--- config.mk ---
export PLATFORM = sky130hd
export DESIGN_NAME = cst_top
export DESIGN_NICKNAME = d
export VERILOG_FILES = /design/src/cst_pkg.sv /design/src/cst_slope.sv /design/src/cst_top.sv
export SDC_FILE = /design/constraint.sdc
export NUM_CORES = 1
export LEC_CHECK = 0
export ABC_AREA = 1
export ABC_CLOCK_PERIOD_IN_PS = 5000
export BUFFER_PORTS_ARGS = -buffer_cell sky130_fd_sc_hd__buf_2
export CELL_PAD_IN_SITES_DETAIL_PLACEMENT = 1
export CELL_PAD_IN_SITES_GLOBAL_PLACEMENT = 2
export CORE_MARGIN = 2
export CORE_UTILIZATION = 33
export CTS_BUF_LIST = sky130_fd_sc_hd__clkbuf_4
export DETAILED_ROUTE_END_ITERATION = 10
export GPL_TIMING_DRIVEN = 1
export PLACE_DENSITY_LB_ADDON = 0.1
export SYNTH_ARGS = -nofsm -noshare
export SYNTH_HDL_FRONTEND = slang
export SYNTH_SLANG_ARGS = --single-unit
--- constraint.sdc ---
create_clock -name core_clk -period 5 [get_ports core_clk]
set_input_delay 0.75 -clock core_clk [delete_from_list [all_inputs] [get_ports core_clk]]
set_output_delay 0.75 -clock core_clk [all_outputs]
set_load 0.02 [all_outputs]
--- src/cst_pkg.sv ---
package cst_pkg;
  // ------------------------------------------------------------
  // timing
  // ------------------------------------------------------------
  localparam longint CLK_HZ          = 64'd20000000;
  localparam int     SAMPLE_TIME_MS  = 5;
  localparam longint SAMPLE_CYCLES   = (CLK_HZ * SAMPLE_TIME_MS) / 1000;
  localparam int     INTERVAL_MIN_S  = 21;
  localparam int     INTERVAL_MAX_S  = 168;
  localparam longint INTERVAL_CYCLES = CLK_HZ * INTERVAL_MIN_S;
  // ------------------------------------------------------------
  // converter and encodings
  // ------------------------------------------------------------
  localparam int     ADC_STEP_UV     = 2500;
  localparam int     ADC_W           = 12;
  localparam int     CNT_W           = 40;
  // trickle ratio strap codes
  localparam logic [1:0] TR_SUPPLY   = 2'h0;
  localparam logic [1:0] TR_OPEN     = 2'h1;
  localparam logic [1:0] TR_REF      = 2'h2;
  localparam logic [1:0] TR_NEG      = 2'h3;
  // trickle divide shift per strap code
  localparam logic [2:0] SH_SUPPLY   = 3'h6;
  localparam logic [2:0] SH_OPEN     = 3'h5;
  localparam logic [2:0] SH_REF      = 3'h4;
  localparam logic [2:0] SH_NEG      = 3'h3;
  typedef enum logic [0:0] {CST_FAST, CST_TRICKLE} cst_chg_t;
  typedef enum logic [2:0] {CST_WAIT1, CST_SAMP1, CST_WAIT2, CST_SAMP2, CST_IDLE} cst_slope_t;
endpackage

--- src/cst_slope.sv ---
`timescale 1ns/10ps
// ------------------------------------------------------------
// two-sample slope detector
// ------------------------------------------------------------
module cst_slope #(
  parameter longint INTERVAL = cst_pkg::INTERVAL_CYCLES,
  parameter longint SAMPLE   = cst_pkg::SAMPLE_CYCLES,
  parameter bit     NEG_MODE = 1'b1
) (
  input  wire logic                     core_clk,   // clock
  input  wire logic                     reset,      // sync reset
  input  wire logic                     run,        // fast charge active
  input  wire logic [cst_pkg::ADC_W-1:0] adc_code,  // converter code, 2.5mV lsb
  input  wire logic [4:0]               cells,      // programmed cell count
  output logic                          trip,       // one-cycle termination pulse
  output logic                          sampling    // conversion in progress
);
  cst_pkg::cst_slope_t st_ff;
  logic [cst_pkg::CNT_W-1:0] cnt_ff;
  logic [cst_pkg::ADC_W-1:0] s1_ff;
  logic [cst_pkg::ADC_W:0]   drop;
  logic                      done;

  assign done = (cnt_ff == cst_pkg::CNT_W'(1));
  assign drop = {1'b0, s1_ff} - {1'b0, adc_code};

  // sequencer: wait, sample, wait, sample, compare
  always_ff @(posedge core_clk)
  begin
    if (reset || !run)
    begin
      st_ff  <= run ? cst_pkg::CST_WAIT1 : cst_pkg::CST_IDLE;
      cnt_ff <= cst_pkg::CNT_W'(INTERVAL);
      trip   <= 1'b0;
      s1_ff  <= '0;
    end
    else
    begin
      trip <= 1'b0;
      if (st_ff == cst_pkg::CST_IDLE)
      begin
        st_ff  <= cst_pkg::CST_WAIT1;
        cnt_ff <= cst_pkg::CNT_W'(INTERVAL);
      end
      else if (done)
      begin
        unique case (st_ff)
          cst_pkg::CST_WAIT1:
          begin
            st_ff  <= cst_pkg::CST_SAMP1;
            cnt_ff <= cst_pkg::CNT_W'(SAMPLE);
          end
          cst_pkg::CST_SAMP1:
          begin
            s1_ff  <= adc_code;
            st_ff  <= cst_pkg::CST_WAIT2;
            cnt_ff <= cst_pkg::CNT_W'(INTERVAL);
          end
          cst_pkg::CST_WAIT2:
          begin
            st_ff  <= cst_pkg::CST_SAMP2;
            cnt_ff <= cst_pkg::CNT_W'(SAMPLE);
          end
          cst_pkg::CST_SAMP2:
          begin
            // compare only this cycle's pair
            if (NEG_MODE)
              trip <= !drop[cst_pkg::ADC_W] && (drop >= {8'h00, cells});
            else
              trip <= (adc_code == s1_ff);
            st_ff  <= cst_pkg::CST_WAIT1;
            cnt_ff <= cst_pkg::CNT_W'(INTERVAL);
          end
          default: st_ff <= cst_pkg::CST_IDLE;
        endcase
      end
      else
        cnt_ff <= cnt_ff - cst_pkg::CNT_W'(1);
    end
  end

  assign sampling = (st_ff == cst_pkg::CST_SAMP1) || (st_ff == cst_pkg::CST_SAMP2);

  property p_trip_after_samp2;
    @(posedge core_clk) disable iff (reset) trip |-> $past(st_ff) == cst_pkg::CST_SAMP2;
  endproperty
  a_trip_after_samp2: assert property (p_trip_after_samp2) else $error("trip without second sample");
endmodule

--- src/cst_top.sv ---
`timescale 1ns/10ps
// Overview of operation
// - trickle ratio follows the ratio strap
// - voltage cap is cells times limit
// - cut drive on overvoltage or overcurrent
// - regulate battery current regardless of load
// - no battery: hold maximum voltage instead
// - converter step is 2.5mV
// - wait one interval before first sample
// - each sample takes 5ms
// - second sample after interval, then compare
// - repeat two-sample cycles until termination
// - zero-slope variant ends on unchanged voltage
// - negative variant ends on cells-scaled drop
// - only fast and trickle states exist
// - timeout or slope forces trickle always
// - hot ends fast charge, no restart
module cst_top #(
  parameter longint INTERVAL = cst_pkg::INTERVAL_CYCLES,
  parameter longint SAMPLE   = cst_pkg::SAMPLE_CYCLES,
  parameter bit     NEG_MODE = 1'b1
) (
  input  wire logic                      core_clk,             // 20 MHz clock
  input  wire logic                      reset,                // sync reset, high
  input  wire logic [1:0]                trickle_ratio_select, // ratio strap code
  input  wire logic                      cell_count_select_lo, // cell count strap lo
  input  wire logic                      cell_count_select_hi, // cell count strap hi
  input  wire logic [4:0]                cell_count,           // decoded cell count
  input  wire logic [cst_pkg::ADC_W-1:0] cell_voltage_limit,   // limit code, 2.5mV lsb
  input  wire logic [cst_pkg::ADC_W-1:0] battery_positive_code,            // battery voltage code
  input  wire logic [cst_pkg::ADC_W+4:0] out_code,             // output voltage code
  input  wire logic [cst_pkg::ADC_W-1:0] fast_current,         // fast current code
  input  wire logic [cst_pkg::ADC_W-1:0] battery_positive_current,         // battery current code
  input  wire logic                      battery_present,      // battery detected
  input  wire logic                      start_fast,           // fast start request
  input  wire logic                      timeout,              // charge timer expired
  input  wire logic                      hot,                  // above hot_threshold
  output logic                           fast_ff,              // fast charge state
  output logic [cst_pkg::ADC_W-1:0]      target_current_ff,    // current set point
  output logic [cst_pkg::ADC_W+4:0]      volt_cap_ff,          // voltage cap code
  output logic                           drive_down_ff,        // reduce pass_drive_sink
  output logic                           volt_mode_ff,         // voltage regulation only
  output logic                           sampling_ff           // conversion active
);
  // ------------------------------------------------------------
  // slope detector
  // ------------------------------------------------------------
  logic trip;
  logic sampling;
  logic hot_seen_ff;
  logic [2:0] nxt_shift;
  logic [cst_pkg::ADC_W+4:0] nxt_cap;
  logic [cst_pkg::ADC_W-1:0] i_set;

  cst_slope #(.INTERVAL(INTERVAL), .SAMPLE(SAMPLE), .NEG_MODE(NEG_MODE)) u_slope (
    .core_clk (core_clk),
    .reset    (reset),
    .run      (fast_ff),
    .adc_code (battery_positive_code),
    .cells    (cell_count),
    .trip     (trip),
    .sampling (sampling)
  );

  // ------------------------------------------------------------
  // charge state: only fast or trickle
  // ------------------------------------------------------------
  // hot latch keeps fast off until reset, so cooling cannot restart it
  always_ff @(posedge core_clk)
  begin
    if (reset)
      hot_seen_ff <= 1'b0;
    else if (hot)
      hot_seen_ff <= 1'b1;
  end

  always_ff @(posedge core_clk)
  begin
    if (reset)
      fast_ff <= 1'b0;
    else if (timeout || trip || hot)
      fast_ff <= 1'b0;
    else if (start_fast && !hot_seen_ff && battery_present)
      fast_ff <= 1'b1;
  end

  // ------------------------------------------------------------
  // regulation set points
  // ------------------------------------------------------------
  always_comb
  begin
    unique case (trickle_ratio_select)
      cst_pkg::TR_SUPPLY: nxt_shift = cst_pkg::SH_SUPPLY;
      cst_pkg::TR_OPEN:   nxt_shift = cst_pkg::SH_OPEN;
      cst_pkg::TR_REF:    nxt_shift = cst_pkg::SH_REF;
      cst_pkg::TR_NEG:    nxt_shift = cst_pkg::SH_NEG;
    endcase
  end

  assign nxt_cap = cst_pkg::ADC_W'(cell_voltage_limit) * 17'(cell_count);
  assign i_set   = fast_ff ? fast_current : (fast_current >> nxt_shift);

  // set points registered so outputs come straight from flops
  always_ff @(posedge core_clk)
  begin
    if (reset)
    begin
      target_current_ff <= '0;
      volt_cap_ff       <= '0;
    end
    else
    begin
      target_current_ff <= i_set;
      volt_cap_ff       <= nxt_cap;
    end
  end

  // ------------------------------------------------------------
  // drive reduction and mode
  // ------------------------------------------------------------
  // without a battery the current loop is ignored; only the cap regulates
  always_ff @(posedge core_clk)
  begin
    if (reset)
    begin
      drive_down_ff <= 1'b1;
      volt_mode_ff  <= 1'b1;
      sampling_ff   <= 1'b0;
    end
    else
    begin
      drive_down_ff <= (out_code > volt_cap_ff) ||
                       (battery_present && (battery_positive_current > target_current_ff));
      volt_mode_ff  <= !battery_present;
      sampling_ff   <= sampling;
    end
  end

  // ------------------------------------------------------------
  // checks
  // ------------------------------------------------------------
  property p_force_trickle;
    @(posedge core_clk) disable iff (reset) (timeout || trip) |=> !fast_ff;
  endproperty
  a_force_trickle: assert property (p_force_trickle) else $error("fast held after timeout or slope");

  property p_hot_no_restart;
    @(posedge core_clk) disable iff (reset) hot_seen_ff |=> !fast_ff;
  endproperty
  a_hot_no_restart: assert property (p_hot_no_restart) else $error("fast after hot");

  property p_overvolt_cut;
    @(posedge core_clk) disable iff (reset) (out_code > volt_cap_ff) |=> drive_down_ff;
  endproperty
  a_overvolt_cut: assert property (p_overvolt_cut) else $error("drive not reduced");

  property p_no_battery_positive_mode;
    @(posedge core_clk) disable iff (reset) !battery_present |=> volt_mode_ff;
  endproperty
  a_no_battery_positive_mode: assert property (p_no_battery_positive_mode) else $error("voltage mode missing");

  property p_trickle_ratio;
    @(posedge core_clk) disable iff (reset)
      (!fast_ff && trickle_ratio_select == cst_pkg::TR_SUPPLY) |=> target_current_ff == ($past(fast_current) >> 6);
  endproperty
  a_trickle_ratio: assert property (p_trickle_ratio) else $error("trickle ratio wrong");

  property p_trickle_open;
    @(posedge core_clk) disable iff (reset)
      (!fast_ff && trickle_ratio_select == cst_pkg::TR_OPEN) |=> target_current_ff == ($past(fast_current) >> 5);
  endproperty
  a_trickle_open: assert property (p_trickle_open) else $error("trickle ratio wrong at open strap");

  property p_trickle_ref;
    @(posedge core_clk) disable iff (reset)
      (!fast_ff && trickle_ratio_select == cst_pkg::TR_REF) |=> target_current_ff == ($past(fast_current) >> 4);
  endproperty
  a_trickle_ref: assert property (p_trickle_ref) else $error("trickle ratio wrong at reference strap");

  property p_trickle_neg;
    @(posedge core_clk) disable iff (reset)
      (!fast_ff && trickle_ratio_select == cst_pkg::TR_NEG) |=> target_current_ff == ($past(fast_current) >> 3);
  endproperty
  a_trickle_neg: assert property (p_trickle_neg) else $error("trickle ratio wrong at negative strap");

  // overcurrent alone must pull the drive back, even with the voltage in range
  property p_overcurrent_cut;
    @(posedge core_clk) disable iff (reset) (battery_present && battery_positive_current > target_current_ff) |=> drive_down_ff;
  endproperty
  a_overcurrent_cut: assert property (p_overcurrent_cut) else $error("drive not reduced on overcurrent");

  property p_drive_release;
    @(posedge core_clk) disable iff (reset)
      (!(out_code > volt_cap_ff) && !(battery_present && battery_positive_current > target_current_ff)) |=> !drive_down_ff;
  endproperty
  a_drive_release: assert property (p_drive_release) else $error("drive held down in range");

  property p_start_fast;
    @(posedge core_clk) disable iff (reset)
      (start_fast && battery_present && !hot_seen_ff && !timeout && !trip && !hot) |=> fast_ff;
  endproperty
  a_start_fast: assert property (p_start_fast) else $error("fast charge not entered");

  property p_hot_cut;
    @(posedge core_clk) disable iff (reset) hot |=> !fast_ff;
  endproperty
  a_hot_cut: assert property (p_hot_cut) else $error("fast held while hot");

  property p_cap;
    @(posedge core_clk) disable iff (reset) 1'b1 |=> volt_cap_ff == 17'($past(cell_voltage_limit)) * 17'($past(cell_count));
  endproperty
  a_cap: assert property (p_cap) else $error("voltage cap wrong");

  property p_idle_trickle;
    @(posedge core_clk) disable iff (reset) !fast_ff |=> !sampling;
  endproperty
  a_idle_trickle: assert property (p_idle_trickle) else $error("sampling in trickle");

  property p_fast_current;
    @(posedge core_clk) disable iff (reset) fast_ff |=> target_current_ff == $past(fast_current);
  endproperty
  a_fast_current: assert property (p_fast_current) else $error("fast set point wrong");
endmodule

# After elaboration in Yosys (flattened, before gate mapping)
# Cells that the tools add are included.
# Widths: inputs -> output; s select.
# totals
ff_bits,90
inputBits,80
output_inout_bits,33
elab_cells,61
# op_classes
addsub,2
n_mul,1
magnitude_cmp,3
eq_ne,9
shifts,1
mux,9
bitwise_logic,3
n_reduce_logical,22
# op_table
cell,n
$pmux 40 s2,1
$eq 40x1->1 const B,1
$mux 40,1
$sub 40x1->40 const B,1
$pmux 3 s4,2
$gt 17x17->1,1
$mul 12x5->17,1
$ge 13x5->1,1
$sub 12x12->13,1
$gt 12x12->1,1
$mux 12,1
$mux 3,4
$shr 12x3->12,1
$reduce_or 2->1,4
$eq 3x2->1 const B,2
$logic_or 1x1->1,5
$eq 2x2->1 const B,2
$logic_and 1x1->1,4
$logic_not 1->1,4
$reduce_or 4->1,1
$eq 3x1->1 const B,1
$eq 3x3->1 const B,1
$logic_not 3->1,1
$ne 3x3->1 const B,1
other kinds (5),7

# Logic depth before layout (Yosys ltp)
# Gate-level depths: netlist (run 1).
# logic_depth
word_depth,5
ltp_mapped,18
ltp_nobuf,17

# By module
# Synthesis (run 1) repeated with hierarchy kept, for this count alone.
# hier_totals
cells_unflattened,1233
area_unflattened_um2,8161.6
# modules_own_cells
mod,instances,cells_per_inst,area_per_inst_um2,seq_area_each_um2
cst_top,1,652,4231.6,680.7
cst_slope,1,581,3930.0,1151.1

# Worst setup path before layout (run 1)
# OpenSTA, ideal clock, no wires.
# synth_timing
kind,input port to flip-flop
start,in cell_count[3]
end,reg volt_cap_ff[16] (netlist name)
setup_time_ps,113
arrival_ps,3802
t_required_ps,4887
path_slack_ps,1085
cell_stages,17
path_buffers,1
cell_sequence,clkbuf_1 -> nand2_1 -> inv_1 -> fa_1 -> fa_1 -> inv_1 -> fa_1 -> inv_1 -> ha_1 -> a21oi_1 -> o21bai_1 -> nand2_1 -> nand3_1 -> a21oi_1 -> nand2_1 -> nand2_1 -> nor2_1
# synth_between
elab_chain_len,1
# synth_lines
item,line,text
start: declaration,cst_top.sv:28,"input wire logic [4:0] cell_count,"
$mul 12x5->17,cst_top.sv:100,assign nxt_cap = cst_pkg::ADC_W'(cell_voltage_limit) * 17'(cell_count);
end signal: assignment,cst_top.sv:114,volt_cap_ff <= nxt_cap;
end: declaration,cst_top.sv:40,"output logic [cst_pkg::ADC_W+4:0] volt_cap_ff,"
# No other way between the ends.
# A chain may end at the register's enable or synchronous reset.

# Worst setup path in the final report (run 1)
# layout_timing
start,in cell_count[3]
end,reg volt_cap_ff[11] (netlist name)
# Same word-level chain as after synthesis.

==> metrics.sh, run 1 <==
CELLLEAKAGEPOWER_uW=0.00464
SYNTH_TOP_CELLS_BY_AREA='sky130_fd_sc_hd__dfxtp_1 (22%), sky130_fd_sc_hd__nand2_1 (13%), sky130_fd_sc_hd__ha_1 (12%), sky130_fd_sc_hd__inv_1 (11%), sky130_fd_sc_hd__fa_1 (7.8%)'
HOLD-PATH-CELL-COUNT=1
PORTBUFFERS=110
REPORT.POWER.TOTAL_uW=2120
GRT_SETUP_UNREPAIRED='no'
CTS_TREE='built'
FIN_CRIT_NS=3.73
NETS=1456
POST_ROUTE_CELLS_DRIVE_ABOVE_1_SHARE_PCT=15.2
WORST_R2R_ENDPOINT='u_slope.trip$_SDFF_PP0_'
TIMING.SLEW.HEADROOM_PCT=51.7
SYN_INST=1170
FP.DIEW_UM=159
POSTSYNTH.TOPFLOPCELL='sky130_fd_sc_hd__dfxtp_1'
SYNTH_ADDER_AREA_SHARE_PCT=19.6
SYNTH_EDF_COUNT=3
FINAL-SEQ-AREA_UM2=1830
SETUP_VIOL_COUNT_FINAL=0
WORST_EP_ARRIVAL_NS=4.16
HEIGHT_OF_THE_DIE_UM=159
CTS_HOLD_BUFFERS=0
PRE_ANTENNA_DRT_ITERS=4
PLACEMENT.CELL_AREA_UM2=8770
FIRST_ITER_VIOLATIONS=233
SLEW_VIOL_FINAL=0
CLOCKBUFFERDEPTH=2
CLKSLEWWORSTSETUPHOLDPATHS_NS=0.16
DETAIL-ROUTE-ANTENNA-NETS=0
AVGSYNTHCELLAREA_UM2=6.79
VDD_IR_DROP_MAX_uV=117
POWER.DENSITY_CELL_AREA_nW_PER_UM2=237
TIMING.FINAL.WS_SETUP_NS=1.27
START_UTIL_PCT=33.7
TIMING.SETUP.TNS_NS=0
SYN-NUM-NETS=1356
GRT_FIRST_PASS_WIRELENGTH_UM=38400
CTSROOTBUFFERMASTER='sky130_fd_sc_hd__clkbuf_4'
CLK_LATENCY_NS=0.48
DETAIL_ROUTE.VIAS_PER_CELL=4.69
DRC=0
DPL.HPWL_UM=19200
CLOCK_SINKS=90
R2R.WORST_PATH.CELLS=16
POST_SYNTH_NUM_CELL_TYPES=48
SYNTH_TOP_FAMILY_BY_AREA='simple AND/OR/NAND/NOR gates'
MAX_CAP_VIOL_COUNT=0
KIND_OF_CRITICAL_PATH='in -> reg'
SYNTH_SIMPLE_GATE_AREA_SHARE_PCT=29.7
REQUIRED_NS=5.43
FMAX_MHz=268
CTS_POST_SETUP_BUFFERS_INSERTED=0
WORST_SETUP_PATH_STARTPOINT='cell_count[3]'
GPL.FINAL_WEIGHTED_CONGESTION=0.802
SYNTH_ASYNC_SR_FLOP_SHARE_PCT=0
POST-SYNTH-TOP-AREA-CELL='sky130_fd_sc_hd__dfxtp_1'
GRT.TOTAL_USAGE_PCT=18.5
YS_SEQ_AREA_SHARE_PCT=23.1
SYNTH_MUX_AREA_SHARE_PCT=0.126
AREA_ENCLOSED_BY_THE_DIE_BOUNDARY_UM2=25300
GRT_OVERFLOW_TOTAL=0
PIN_COUNT_OF_THE_BIGGEST_NET_ENTERING_GLOBAL_ROUTING=30
ROWS=56
NUMCTSBUFFERS=9
PATH_MAX_FANOUT=13
CTS_REPAIR_RESIZE_COUNT=0
TOP_LEVEL_I_O_COUNT=113
HOLD_VIOL=0
SYN2LAYOUT_AREA_GROWTH_PCT=12.6
STDCELL_AREA_UM2=8940
NUMBER_OF_GLOBAL_ROUTE_VIAS_BEFORE_REPAIR=7559
NETLIST_AREA_UM2=7940
MAX_SLEW.WORST_PIN.SLEW_NS=0.723
SETUP.WORST_PATH.END='volt_cap_ff[11]$_SDFF_PP0_'
DP_WORST_SETUP_SLACK_NS=0.743
SYNTH_COMPOUND_AREA_SHARE_PCT=11.6
FILLCELLCOUNT=3160
DRT-TOTAL-WL_UM=23200
SYNTH-WARNING-COUNT=0
WORST_HOLD_PATH_TYPE='reg -> reg'
CRITPATHLAUNCHTYPE='input pin'
COUNT_OF_H_TREE_LEVELS_BUILT_DURING_CTS=3
FINAL_SETUP_SKEW_NS=0.0209
MULTI_INPUT_COMB_AREA_UM2=5090
TIMING.CRITICAL_PATH.TO_TYPE='flop'
R2R_START='u_slope.s1_ff[0]$_SDFFE_PP0P_'
RUN_STATUS='finished clean'
FINAL.HOLD.WORST_SLACK_NS=0.435
YOSYS_REGISTER_BITS=90
FIN_CRIT_SH_PCT=74.6
DETAILROUTE.VIA_COUNT=7477
CORE_AREA_UM2=23500
SHARE_OF_THE_SYNTHESIZED_AREA_IN_THE_TOP_CELL_TYPE_PCT=21.9
SYNTH-XOR-AREA-SHARE_PCT=3.09
WORST-R2R-SETUP-SLACK_NS=2.51
WL_PER_CELL_UM=14.5
ANTENNA_FOUND_INITIAL=1
final cells by class:
| cell class | instances | area share, % |
|---|---|---|
| Clock buffer | 10 | 0.840 |
| Sequential cell | 90 | 20.5 |
| Multi-Input combinational cell | 822 | 57.0 |
| Clock inverter | 6 | 0.994 |
| Timing Repair Buffer | 112 | 6.33 |
| Inverter | 235 | 9.90 |
| Antenna cell | 1 | 0.0280 |
| Tap cell | 319 | 4.46 |
placed cells by master, fill, tap and decap left out, drive strengths merged, types with 21 or more instances in the layout:
cell,netlist,final
nor3,32,32
o21ai,49,49
xor2,21,21
nor2,126,126
a21oi,69,69
buf,13,112
ha,75,75
inv,235,237
nand2,296,296
nand3,50,50
nand4,21,21
fa,31,31
dfxtp,87,87
registers in the layout (all words and copies together) (netlist names):
signal / count
hot_seen_ff: 1
u_slope.s1_ff: 12
u_slope.trip: 1
sampling_ff: 1
fast_ff: 1
target_current_ff: 12
drive_down_ff: 1
u_slope.st_ff: 3
volt_mode_ff: 1
volt_cap_ff: 17
u_slope.cnt_ff: 40
critical path: stages:
cell,delay (ns)
sky130_fd_sc_hd__buf_2,0.24
sky130_fd_sc_hd__nand2_1,0.08
sky130_fd_sc_hd__inv_1,0.08
sky130_fd_sc_hd__fa_1,0.45
sky130_fd_sc_hd__fa_1,0.55
sky130_fd_sc_hd__inv_1,0.05
sky130_fd_sc_hd__fa_1,0.53
sky130_fd_sc_hd__inv_1,0.04
sky130_fd_sc_hd__ha_1,0.35
sky130_fd_sc_hd__a21oi_1,0.27
sky130_fd_sc_hd__o21ai_0,0.18
sky130_fd_sc_hd__a21oi_1,0.23
sky130_fd_sc_hd__o21bai_1,0.11
sky130_fd_sc_hd__nand2_1,0.07
sky130_fd_sc_hd__nand2_1,0.05
sky130_fd_sc_hd__nor2_1,0.11
cells in the mapped netlist, drive strengths merged, types with 7 or more instances:
library cell  number
nand2            296
nand3             50
buf               13
nand4             21
clkbuf            10
a21oi             69
nor3              32
nor2             126
o21bai            10
ha                75
o21ai             49
fa                31
xor2              21
dfxtp             87
xnor2              7
inv              235
layer usage:
layer	GRT usage, %	part of all wire, %	vias up
met5	0	0	-
met4	2.98	0.70	0
met3	3.02	3.2	13
met2	29.4	43	99
met1	27.0	53	3493
li1	-	-	3872
worst min path at each step:
stage / endpoint / slack (ns) / start
after floorplan: fast_ff$_SDFFE_PP0P_ / 0.38 / u_slope.trip$_SDFF_PP0_
after global placement: fast_ff$_SDFFE_PP0P_ / 0.44 / u_slope.trip$_SDFF_PP0_
after detailed placement: fast_ff$_SDFFE_PP0P_ / 0.44 / u_slope.trip$_SDFF_PP0_
after CTS: fast_ff$_SDFFE_PP0P_ / 0.42 / timeout
after global routing: fast_ff$_SDFFE_PP0P_ / 0.44 / timeout
final: fast_ff$_SDFFE_PP0P_ / 0.44 / u_slope.trip$_SDFF_PP0_
report_power, final:
| group | switching, uW | leakage [uW] | internal [uW] | total [uW] |
|---|---|---|---|---|
| clock network | 292 | 0.0000865 | 211 | 503 |
| logic | 515 | 0.00381 | 298 | 813 |
| registers | 31.5 | 0.000741 | 771 | 802 |
| total | 838 | 0.00464 | 1280 | 2120 |
kinds of logic after synthesis:
family	count (synthesis)
AOI/OAI and AO/OA	155
and+or+nand+nor	532
muxes	1
DFF	90
buffers and inverters	258
adders and majority gates	106
xor gates and xnor gates	28
metrics by stage:
stage / utilization [%] / instances
after floorplan: - / 1170
after global placement: 37.3 / 1578
after detailed placement: 37.3 / 1578
after CTS: 38.0 / 1594
after global routing: 38.0 / 1595
final: 38.0 / 1595
Note: power is estimated with default switching activity, not from simulation.
==> run 2: changes to the inputs <==
- ABC_CLOCK_PERIOD_IN_PS: 5000 -> 3200
- CORE_UTILIZATION: 33 -> 30
- clock period: 5 -> 3.2 ns (I/O delays scaled with it)
==> run 2 against run 1 <==
Flip-flop and latch count is the same. Largest cell class unchanged. Worst setup slack worse by 1.1 ns. Critical path type unchanged. Routed wire length about the same.
==> metrics.sh, run 2 (synthesis gave the netlist of run 1 again) <==
RUN_STATUS='finished clean'
GPL.FINAL_WEIGHTED_CONGESTION=0.793  # -1.1%
POST_ROUTE_CELLS_DRIVE_ABOVE_1_SHARE_PCT=20.8  # +5.6 points
TOP_LEVEL_I_O_COUNT=113  # unchanged
TIMING.CRITICAL_PATH.TO_TYPE='flop'
CLOCKBUFFERDEPTH=2  # unchanged
CLKSLEWWORSTSETUPHOLDPATHS_NS=0.15  # about the same
CORE_AREA_UM2=26000  # +10%
DETAILROUTE.VIA_COUNT=7590  # +1.5%
WORST_EP_ARRIVAL_NS=3.44  # -0.72 ns
ANTENNA_FOUND_INITIAL=1  # unchanged
SLEW_VIOL_FINAL=0  # unchanged
TOP_REGISTER='u_slope.cnt_ff'
CRITPATHLAUNCHTYPE='input pin'
KIND_OF_CRITICAL_PATH='in -> reg'
NETS=1502  # +3.2%
FINAL_SETUP_SKEW_NS=0.0147  # -0.00616 ns
REQUIRED_NS=3.58  # -1.85 ns
SYN2LAYOUT_AREA_GROWTH_PCT=19.8
FIN_CRIT_SH_PCT=95.7
GRT_OVERFLOW_TOTAL=0  # unchanged
FILLCELLCOUNT=3326  # +5.3%
DRC=0  # unchanged
CTS_POST_SETUP_BUFFERS_INSERTED=0  # unchanged
START_UTIL_PCT=30.6  # -3.2 points
HOLD-PATH-CELL-COUNT=2  # +1
FP.DIEW_UM=167  # +4.8%
CRITICAL-PATH-MAX-STAGE-DELAY_NS=0.51  # -0.04 ns
GRT_FIRST_PASS_WIRELENGTH_UM=39500  # +2.9%
CLOCK_SINKS=90  # unchanged
WL_MET3_UM=545  # -28%
CLK_LATENCY_NS=0.48  # about the same
DETAIL_ROUTE.VIAS_PER_CELL=4.58  # -2.3%
GRT_SETUP_UNREPAIRED='no'
PIN_COUNT_OF_THE_BIGGEST_NET_ENTERING_GLOBAL_ROUTING=30  # unchanged
FIN_CRIT_NS=3.06
HOLD_VIOL=0  # unchanged
PATH_MAX_FANOUT=8  # -5
AREA_ENCLOSED_BY_THE_DIE_BOUNDARY_UM2=27800  # +9.7%
PORTBUFFERS=110  # unchanged
DRT-TOTAL-WL_UM=23200  # about the same
NUMBER_OF_GLOBAL_ROUTE_VIAS_BEFORE_REPAIR=7950  # +5.2%
MAX_SLEW.WORST_PIN.SLEW_NS=0.715  # -0.00793 ns
GRT.TOTAL_USAGE_PCT=17.3  # -1.3 points
ROWS=59  # +5.4%
DPL.HPWL_UM=19500  # +1.2%
CRITICAL_PATH.CELL_CHAIN='buf_4 > buf_6 > nand2_1 > inv_1 > fa_2 > fa_1 > inv_1 > fa_1 > inv_2 > ha_4 > a21oi_2 > a21boi_1 > inv_1 > nand4_1 > nand3_1 > nand2_1 > nor2_1'
COUNT_OF_H_TREE_LEVELS_BUILT_DURING_CTS=3  # unchanged
TIMING.SLEW.HEADROOM_PCT=52.3  # +0.53 points
HEIGHT_OF_THE_DIE_UM=167  # +4.8%
CRIT_TOP_CELL='sky130_fd_sc_hd__inv_1'
LARGEST_REGISTERS_RANKED_BY_FLIP_FLOP_COUNT='u_slope.cnt_ff x40, volt_cap_ff x17'
SETUP_VIOL_COUNT_FINAL=0  # unchanged
WIRELENGTH_MET1_UM=11200  # -8.7%
MOSTFREQUENTLAYOUTCELL='sky130_fd_sc_hd__nand2_1'
CTS_HOLD_BUFFERS=0  # unchanged
FINAL.HOLD.WORST_SLACK_NS=0.151  # -0.284 ns
CTSROOTBUFFERMASTER='sky130_fd_sc_hd__clkbuf_4'
POWER.DENSITY_CELL_AREA_nW_PER_UM2=378  # +59%
R2R.WORST_PATH.CELLS=16  # unchanged
CRITICAL_PATH.SLOWEST_CELL='sky130_fd_sc_hd__fa_1'
FMAX_MHz=326
VDD_IR_DROP_MAX_uV=235  # +100%
WORST_HOLD_PATH_TYPE='in -> reg'
MAX_CAP_VIOL_COUNT=0  # unchanged
CTS_TREE='built'
NUMCTSBUFFERS=9  # unchanged
CELLLEAKAGEPOWER_uW=0.00488  # +5.1%
PRE_ANTENNA_DRT_ITERS=4  # unchanged
TIMING.SETUP.TNS_NS=0  # unchanged
REPORT.POWER.TOTAL_uW=3590  # +70%
FIRST_ITER_VIOLATIONS=184  # -21%
HIGHEST-SIGNAL-LAYER='met4'
DETAIL-ROUTE-ANTENNA-NETS=0  # unchanged
WL_PER_CELL_UM=14.0  # -3.8%
LARGEST_REGISTER_FFS=40  # unchanged
ROUTE.MET2.WL_UM=11300  # +13%
HIGHEST_COUNT_CELLS_IN_THE_LAYOUT_IGNORING_FILL_AND_TAPS='sky130_fd_sc_hd__nand2_1 (276), sky130_fd_sc_hd__inv_1 (216), sky130_fd_sc_hd__buf_2 (107), sky130_fd_sc_hd__nor2_1 (106), sky130_fd_sc_hd__dfxtp_1 (87)'
FINALCOREUTILIZATION_PCT=36.6  # -1.4 points
## run 2: cell types whose count changed in the layout (fill, tap and decap cells not counted), moves of 7 or more
cell | previous run | this run
sky130_fd_sc_hd__ha_1 | 75 | 67
sky130_fd_sc_hd__a21oi_1 | 58 | 51
sky130_fd_sc_hd__ha_4 | 0 | 8
sky130_fd_sc_hd__inv_2 | 10 | 18
sky130_fd_sc_hd__buf_4 | 2 | 48
sky130_fd_sc_hd__inv_1 | 224 | 216
## run 2: final cells by class
type | instances | area [um2] | share of cell area [%]
tap | 335 | 419 | 4.41
inverter | 235 | 885 | 9.30
timing repair buffer | 158 | 930 | 9.77
multi-input combinational | 822 | 5310 | 55.8
sequential | 90 | 1830 | 19.3
clock inverter | 7 | 67.6 | 0.710
antenna | 1 | 2.50 | 0.0263
clock buffer | 9 | 67.6 | 0.710
## run 2: through the flow
| step | setup slack, ns | instances | instance area, um2 |
|---|---|---|---|
| final | 0.136 | 1657 | 9510 |
| after detailed placement | -0.508 | 1641 | 9300 |
| after floorplan | -0.0994 | 1170 | 8110 |
| after CTS | 0.0576 | 1657 | 9430 |
| after global routing | 0.0162 | 1657 | 9510 |
| after global placement | -0.456 | 1641 | 9300 |
## run 2: what timing repair did
item                                    in CTS  in global routing
gates resized for setup                      0                 30
endpoints found under the setup margin       0                  9
endpoints found under the hold margin        0                  0
## run 2: worst max-delay path, delay by kind of cell
kind                     cells  cell delay (ns)
adder cells (fa/ha/maj)      4             1.70
buffers and inverters        6             0.53
AO/OA/AOI/OAI                2             0.41
AND/OR/NAND/NOR              5             0.33
## run 2: path summary, 6_finish.rpt
| kind | start | slack (ns) | end |
|---|---|---|---|
| worst max-delay path | cell_count[3] | 0.14 | volt_cap_ff[15]$_SDFF_PP0_ |
| worst min-delay path | timeout | 0.15 | fast_ff$_SDFFE_PP0P_ |
| worst max register to register | u_slope.s1_ff[0]$_SDFFE_PP0P_ | 0.62 | u_slope.trip$_SDFF_PP0_ |
| worst min register to register | hot_seen_ff$_SDFFE_PP0P_ | 0.47 | hot_seen_ff$_SDFFE_PP0P_ |
## run 2: routing by layer
metal | GRT usage [%] | vias up
met5 | 0 | -
met4 | 2.81 | 0
met3 | 2.42 | 9
met2 | 31.1 | 84
met1 | 22.2 | 3529
li1 | - | 3968
## run 2: power breakdown
part / switching, uW / total (uW) / internal, uW
clock: 451 / 689 / 238
combinational: 923 / 1660 / 739
sequential: 37.7 / 1240 / 1200
total: 1410 / 3590 / 2180
==> run 3: changes to the inputs <==
- MAX_ROUTING_LAYER: not set -> met4
==> run 3 against run 2 <==
Core utilization stayed put. Final cell count stayed put. Non-clock buffer count stayed put. Routed wire length hardly changed. Cell area stayed put. First-iteration DRC count is 8.2% higher. Critical path depth stayed put. Highest routed layer unchanged.
==> metrics.sh, run 3 (synthesis gave the netlist of run 1 again) <==
RUN_STATUS='finished clean'
MULTI_INPUT_COMB_AREA_UM2=5310  # unchanged
WORST_EP_ARRIVAL_NS=3.44  # about the same
DETAIL_ROUTE.VIAS_PER_CELL=4.58  # about the same
CLOCK_SINKS=90  # unchanged
GRT_FIRST_PASS_WIRELENGTH_UM=39500  # about the same
DETAILROUTE.VIA_COUNT=7584  # -0.079%
LARGEST_REGISTER_FFS=40  # unchanged
DP.CELLS=1641  # unchanged
GPL.FINAL_WEIGHTED_CONGESTION=0.804  # +1.4%
DP_WORST_SETUP_SLACK_NS=-0.508  # unchanged
PRE_ANTENNA_DRT_ITERS=4  # unchanged
CLOCKBUFFERDEPTH=2  # unchanged
CRITICAL_PATH.CELL_CHAIN='buf_4 > buf_6 > nand2_1 > inv_1 > fa_2 > fa_1 > inv_1 > fa_1 > inv_2 > ha_4 > a21oi_2 > a21boi_1 > inv_1 > nand4_1 > nand3_1 > nand2_1 > nor2_1'
TOP_LEVEL_I_O_COUNT=113  # unchanged
ROWS=59  # unchanged
PORTBUFFERS=110  # unchanged
TIMING.FINAL.WS_SETUP_NS=0.143  # +0.00658 ns
DRT-TOTAL-WL_UM=23200  # about the same
FINAL-SEQ-AREA_UM2=1830  # unchanged
SETUP_VIOL_COUNT_FINAL=0  # unchanged
CRITICAL_PATH.SLOWEST_CELL='sky130_fd_sc_hd__fa_1'
ANTENNA_FOUND_INITIAL=1  # unchanged
PATH_MAX_FANOUT=8  # unchanged
NUMBER_OF_GLOBAL_ROUTE_VIAS_BEFORE_REPAIR=7961  # +0.14%
AREA_ENCLOSED_BY_THE_DIE_BOUNDARY_UM2=27800  # unchanged
MOSTFREQUENTLAYOUTCELL='sky130_fd_sc_hd__nand2_1'
FIRST_ITER_VIOLATIONS=199  # +8.2%
CRITPATHLAUNCHTYPE='input pin'
CORE_AREA_UM2=26000  # unchanged
TIMING.SLEW.HEADROOM_PCT=52.0  # -0.22 points
GRT_SETUP_UNREPAIRED='no'
WL_PER_CELL_UM=14.0  # about the same
CTSROOTBUFFERMASTER='sky130_fd_sc_hd__clkbuf_4'
DPL.HPWL_UM=19500  # unchanged
PIN_COUNT_OF_THE_BIGGEST_NET_ENTERING_GLOBAL_ROUTING=30  # unchanged
COUNT_OF_H_TREE_LEVELS_BUILT_DURING_CTS=3  # unchanged
REPORT.POWER.TOTAL_uW=3590  # about the same
MAX_SLEW.WORST_PIN.SLEW_NS=0.718  # +0.00325 ns
SLEW_VIOL_FINAL=0  # unchanged
REQUIRED_NS=3.58  # about the same
FIN_CRIT_NS=3.06  # -0.00658 ns
R2R.WORST_PATH.CELLS=16  # unchanged
HEIGHT_OF_THE_DIE_UM=167  # unchanged
TOP_REGISTER='u_slope.cnt_ff'
MAX_CAP_VIOL_COUNT=0  # unchanged
POST_ROUTE_CELLS_DRIVE_ABOVE_1_SHARE_PCT=20.8  # unchanged
CELLLEAKAGEPOWER_uW=0.00488  # unchanged
DETAIL-ROUTE-ANTENNA-NETS=0  # unchanged
CRIT_TOP_CELL='sky130_fd_sc_hd__inv_1'
GRT_OVERFLOW_TOTAL=0  # unchanged
FINAL_SETUP_SKEW_NS=0.0158  # +0.00110 ns
HOLD_VIOL=0  # unchanged
NUMCTSBUFFERS=9  # unchanged
FILLCELLCOUNT=3326  # unchanged
CTS_TREE='built'
GRT.TOTAL_USAGE_PCT=17.8  # +0.52 points
NETS=1502  # unchanged
FMAX_MHz=327  # +0.22%
KIND_OF_CRITICAL_PATH='in -> reg'
CRITICAL-PATH-MAX-STAGE-DELAY_NS=0.51  # about the same
FIN_CRIT_SH_PCT=95.5  # -0.21 points
WORST-R2R-SETUP-SLACK_NS=0.63  # about the same
CLK_LATENCY_NS=0.48  # about the same
VDD_IR_DROP_MAX_uV=235  # about the same
CTS_HOLD_BUFFERS=0  # unchanged
FINAL.HOLD.WORST_SLACK_NS=0.149  # -0.00194 ns
CLKSLEWWORSTSETUPHOLDPATHS_NS=0.15  # about the same
WORST_HOLD_PATH_TYPE='in -> reg'
POST_LAYOUT_INSTANCE_COUNT_EXCLUDING_FILLER_CELLS=1657  # unchanged
DRC=0  # unchanged
START_UTIL_PCT=30.6  # unchanged
FP.DIEW_UM=167  # unchanged
HOLD-PATH-CELL-COUNT=2  # unchanged
TIMING.CRITICAL_PATH.TO_TYPE='flop'
SYN2LAYOUT_AREA_GROWTH_PCT=19.8  # unchanged
LARGEST_REGISTERS_RANKED_BY_FLIP_FLOP_COUNT='u_slope.cnt_ff x40, volt_cap_ff x17'
POWER.DENSITY_CELL_AREA_nW_PER_UM2=378  # about the same
FINALCOREUTILIZATION_PCT=36.6  # unchanged
HIGHEST_COUNT_CELLS_IN_THE_LAYOUT_IGNORING_FILL_AND_TAPS='sky130_fd_sc_hd__nand2_1 (276), sky130_fd_sc_hd__inv_1 (216), sky130_fd_sc_hd__buf_2 (107), sky130_fd_sc_hd__nor2_1 (106), sky130_fd_sc_hd__dfxtp_1 (87)'
run 3: cell counts in the layout (fill, tap and decap cells not counted):
No cell type changed its count.
run 3: metal layers:
metal / track usage (%) / vias to the layer above / share of wire, %
met5: - / - / 0
met4: 2.81 / 0 / 0.65
met3: 2.42 / 9 / 2.4
met2: 31.1 / 86 / 49
met1: 22.2 / 3521 / 48
li1: - / 3968 / -
run 3: area by class of cell:
type                            instances  share of cell area [%]
Tap cell                              335                    4.41
Sequential cell                        90                    19.3
Multi-Input combinational cell        822                    55.8
Clock inverter                          7                   0.710
Clock buffer                            9                   0.710
Inverter                              235                    9.30
Timing Repair Buffer                  158                    9.77
Antenna cell                            1                  0.0263
run 3: report_power, final:
group | switching [uW] | internal, uW
logic | 922 | 739
clock network | 453 | 238
registers | 37.6 | 1200
total | 1410 | 2180
run 3: final timing paths:
| path | start | end |
|---|---|---|
| hold reg to reg | hot_seen_ff$_SDFFE_PP0P_ | hot_seen_ff$_SDFFE_PP0P_ |
| setup reg to reg | u_slope.s1_ff[0]$_SDFFE_PP0P_ | u_slope.trip$_SDFF_PP0_ |
| setup / recovery | cell_count[3] | volt_cap_ff[15]$_SDFF_PP0_ |
| hold / removal | timeout | fast_ff$_SDFFE_PP0P_ |
run 3: repair_timing:
| item | in CTS | in global routing |
|---|---|---|
| resized for setup | 0 | 30 |
| buffers inserted | 0 | 0 |
| setup endpoints to repair | 0 | 9 |
run 3: critical path, delay by kind of cell:
family,cells,cell delay (ns)
adders and majority gates,4,1.70
buffers and inverters,6,0.53
AOI/OAI and AO/OA,2,0.41
and+or+nand+nor,5,0.33
run 3: stage by stage:
stage / setup TNS, ns / cell area, um2
after CTS: 0 / 9430
after detailed placement: -4.59 / 9300
after global placement: -3.98 / 9300
after floorplan: -0.336 / 8110
after global routing: 0 / 9510
final: 0 / 9510
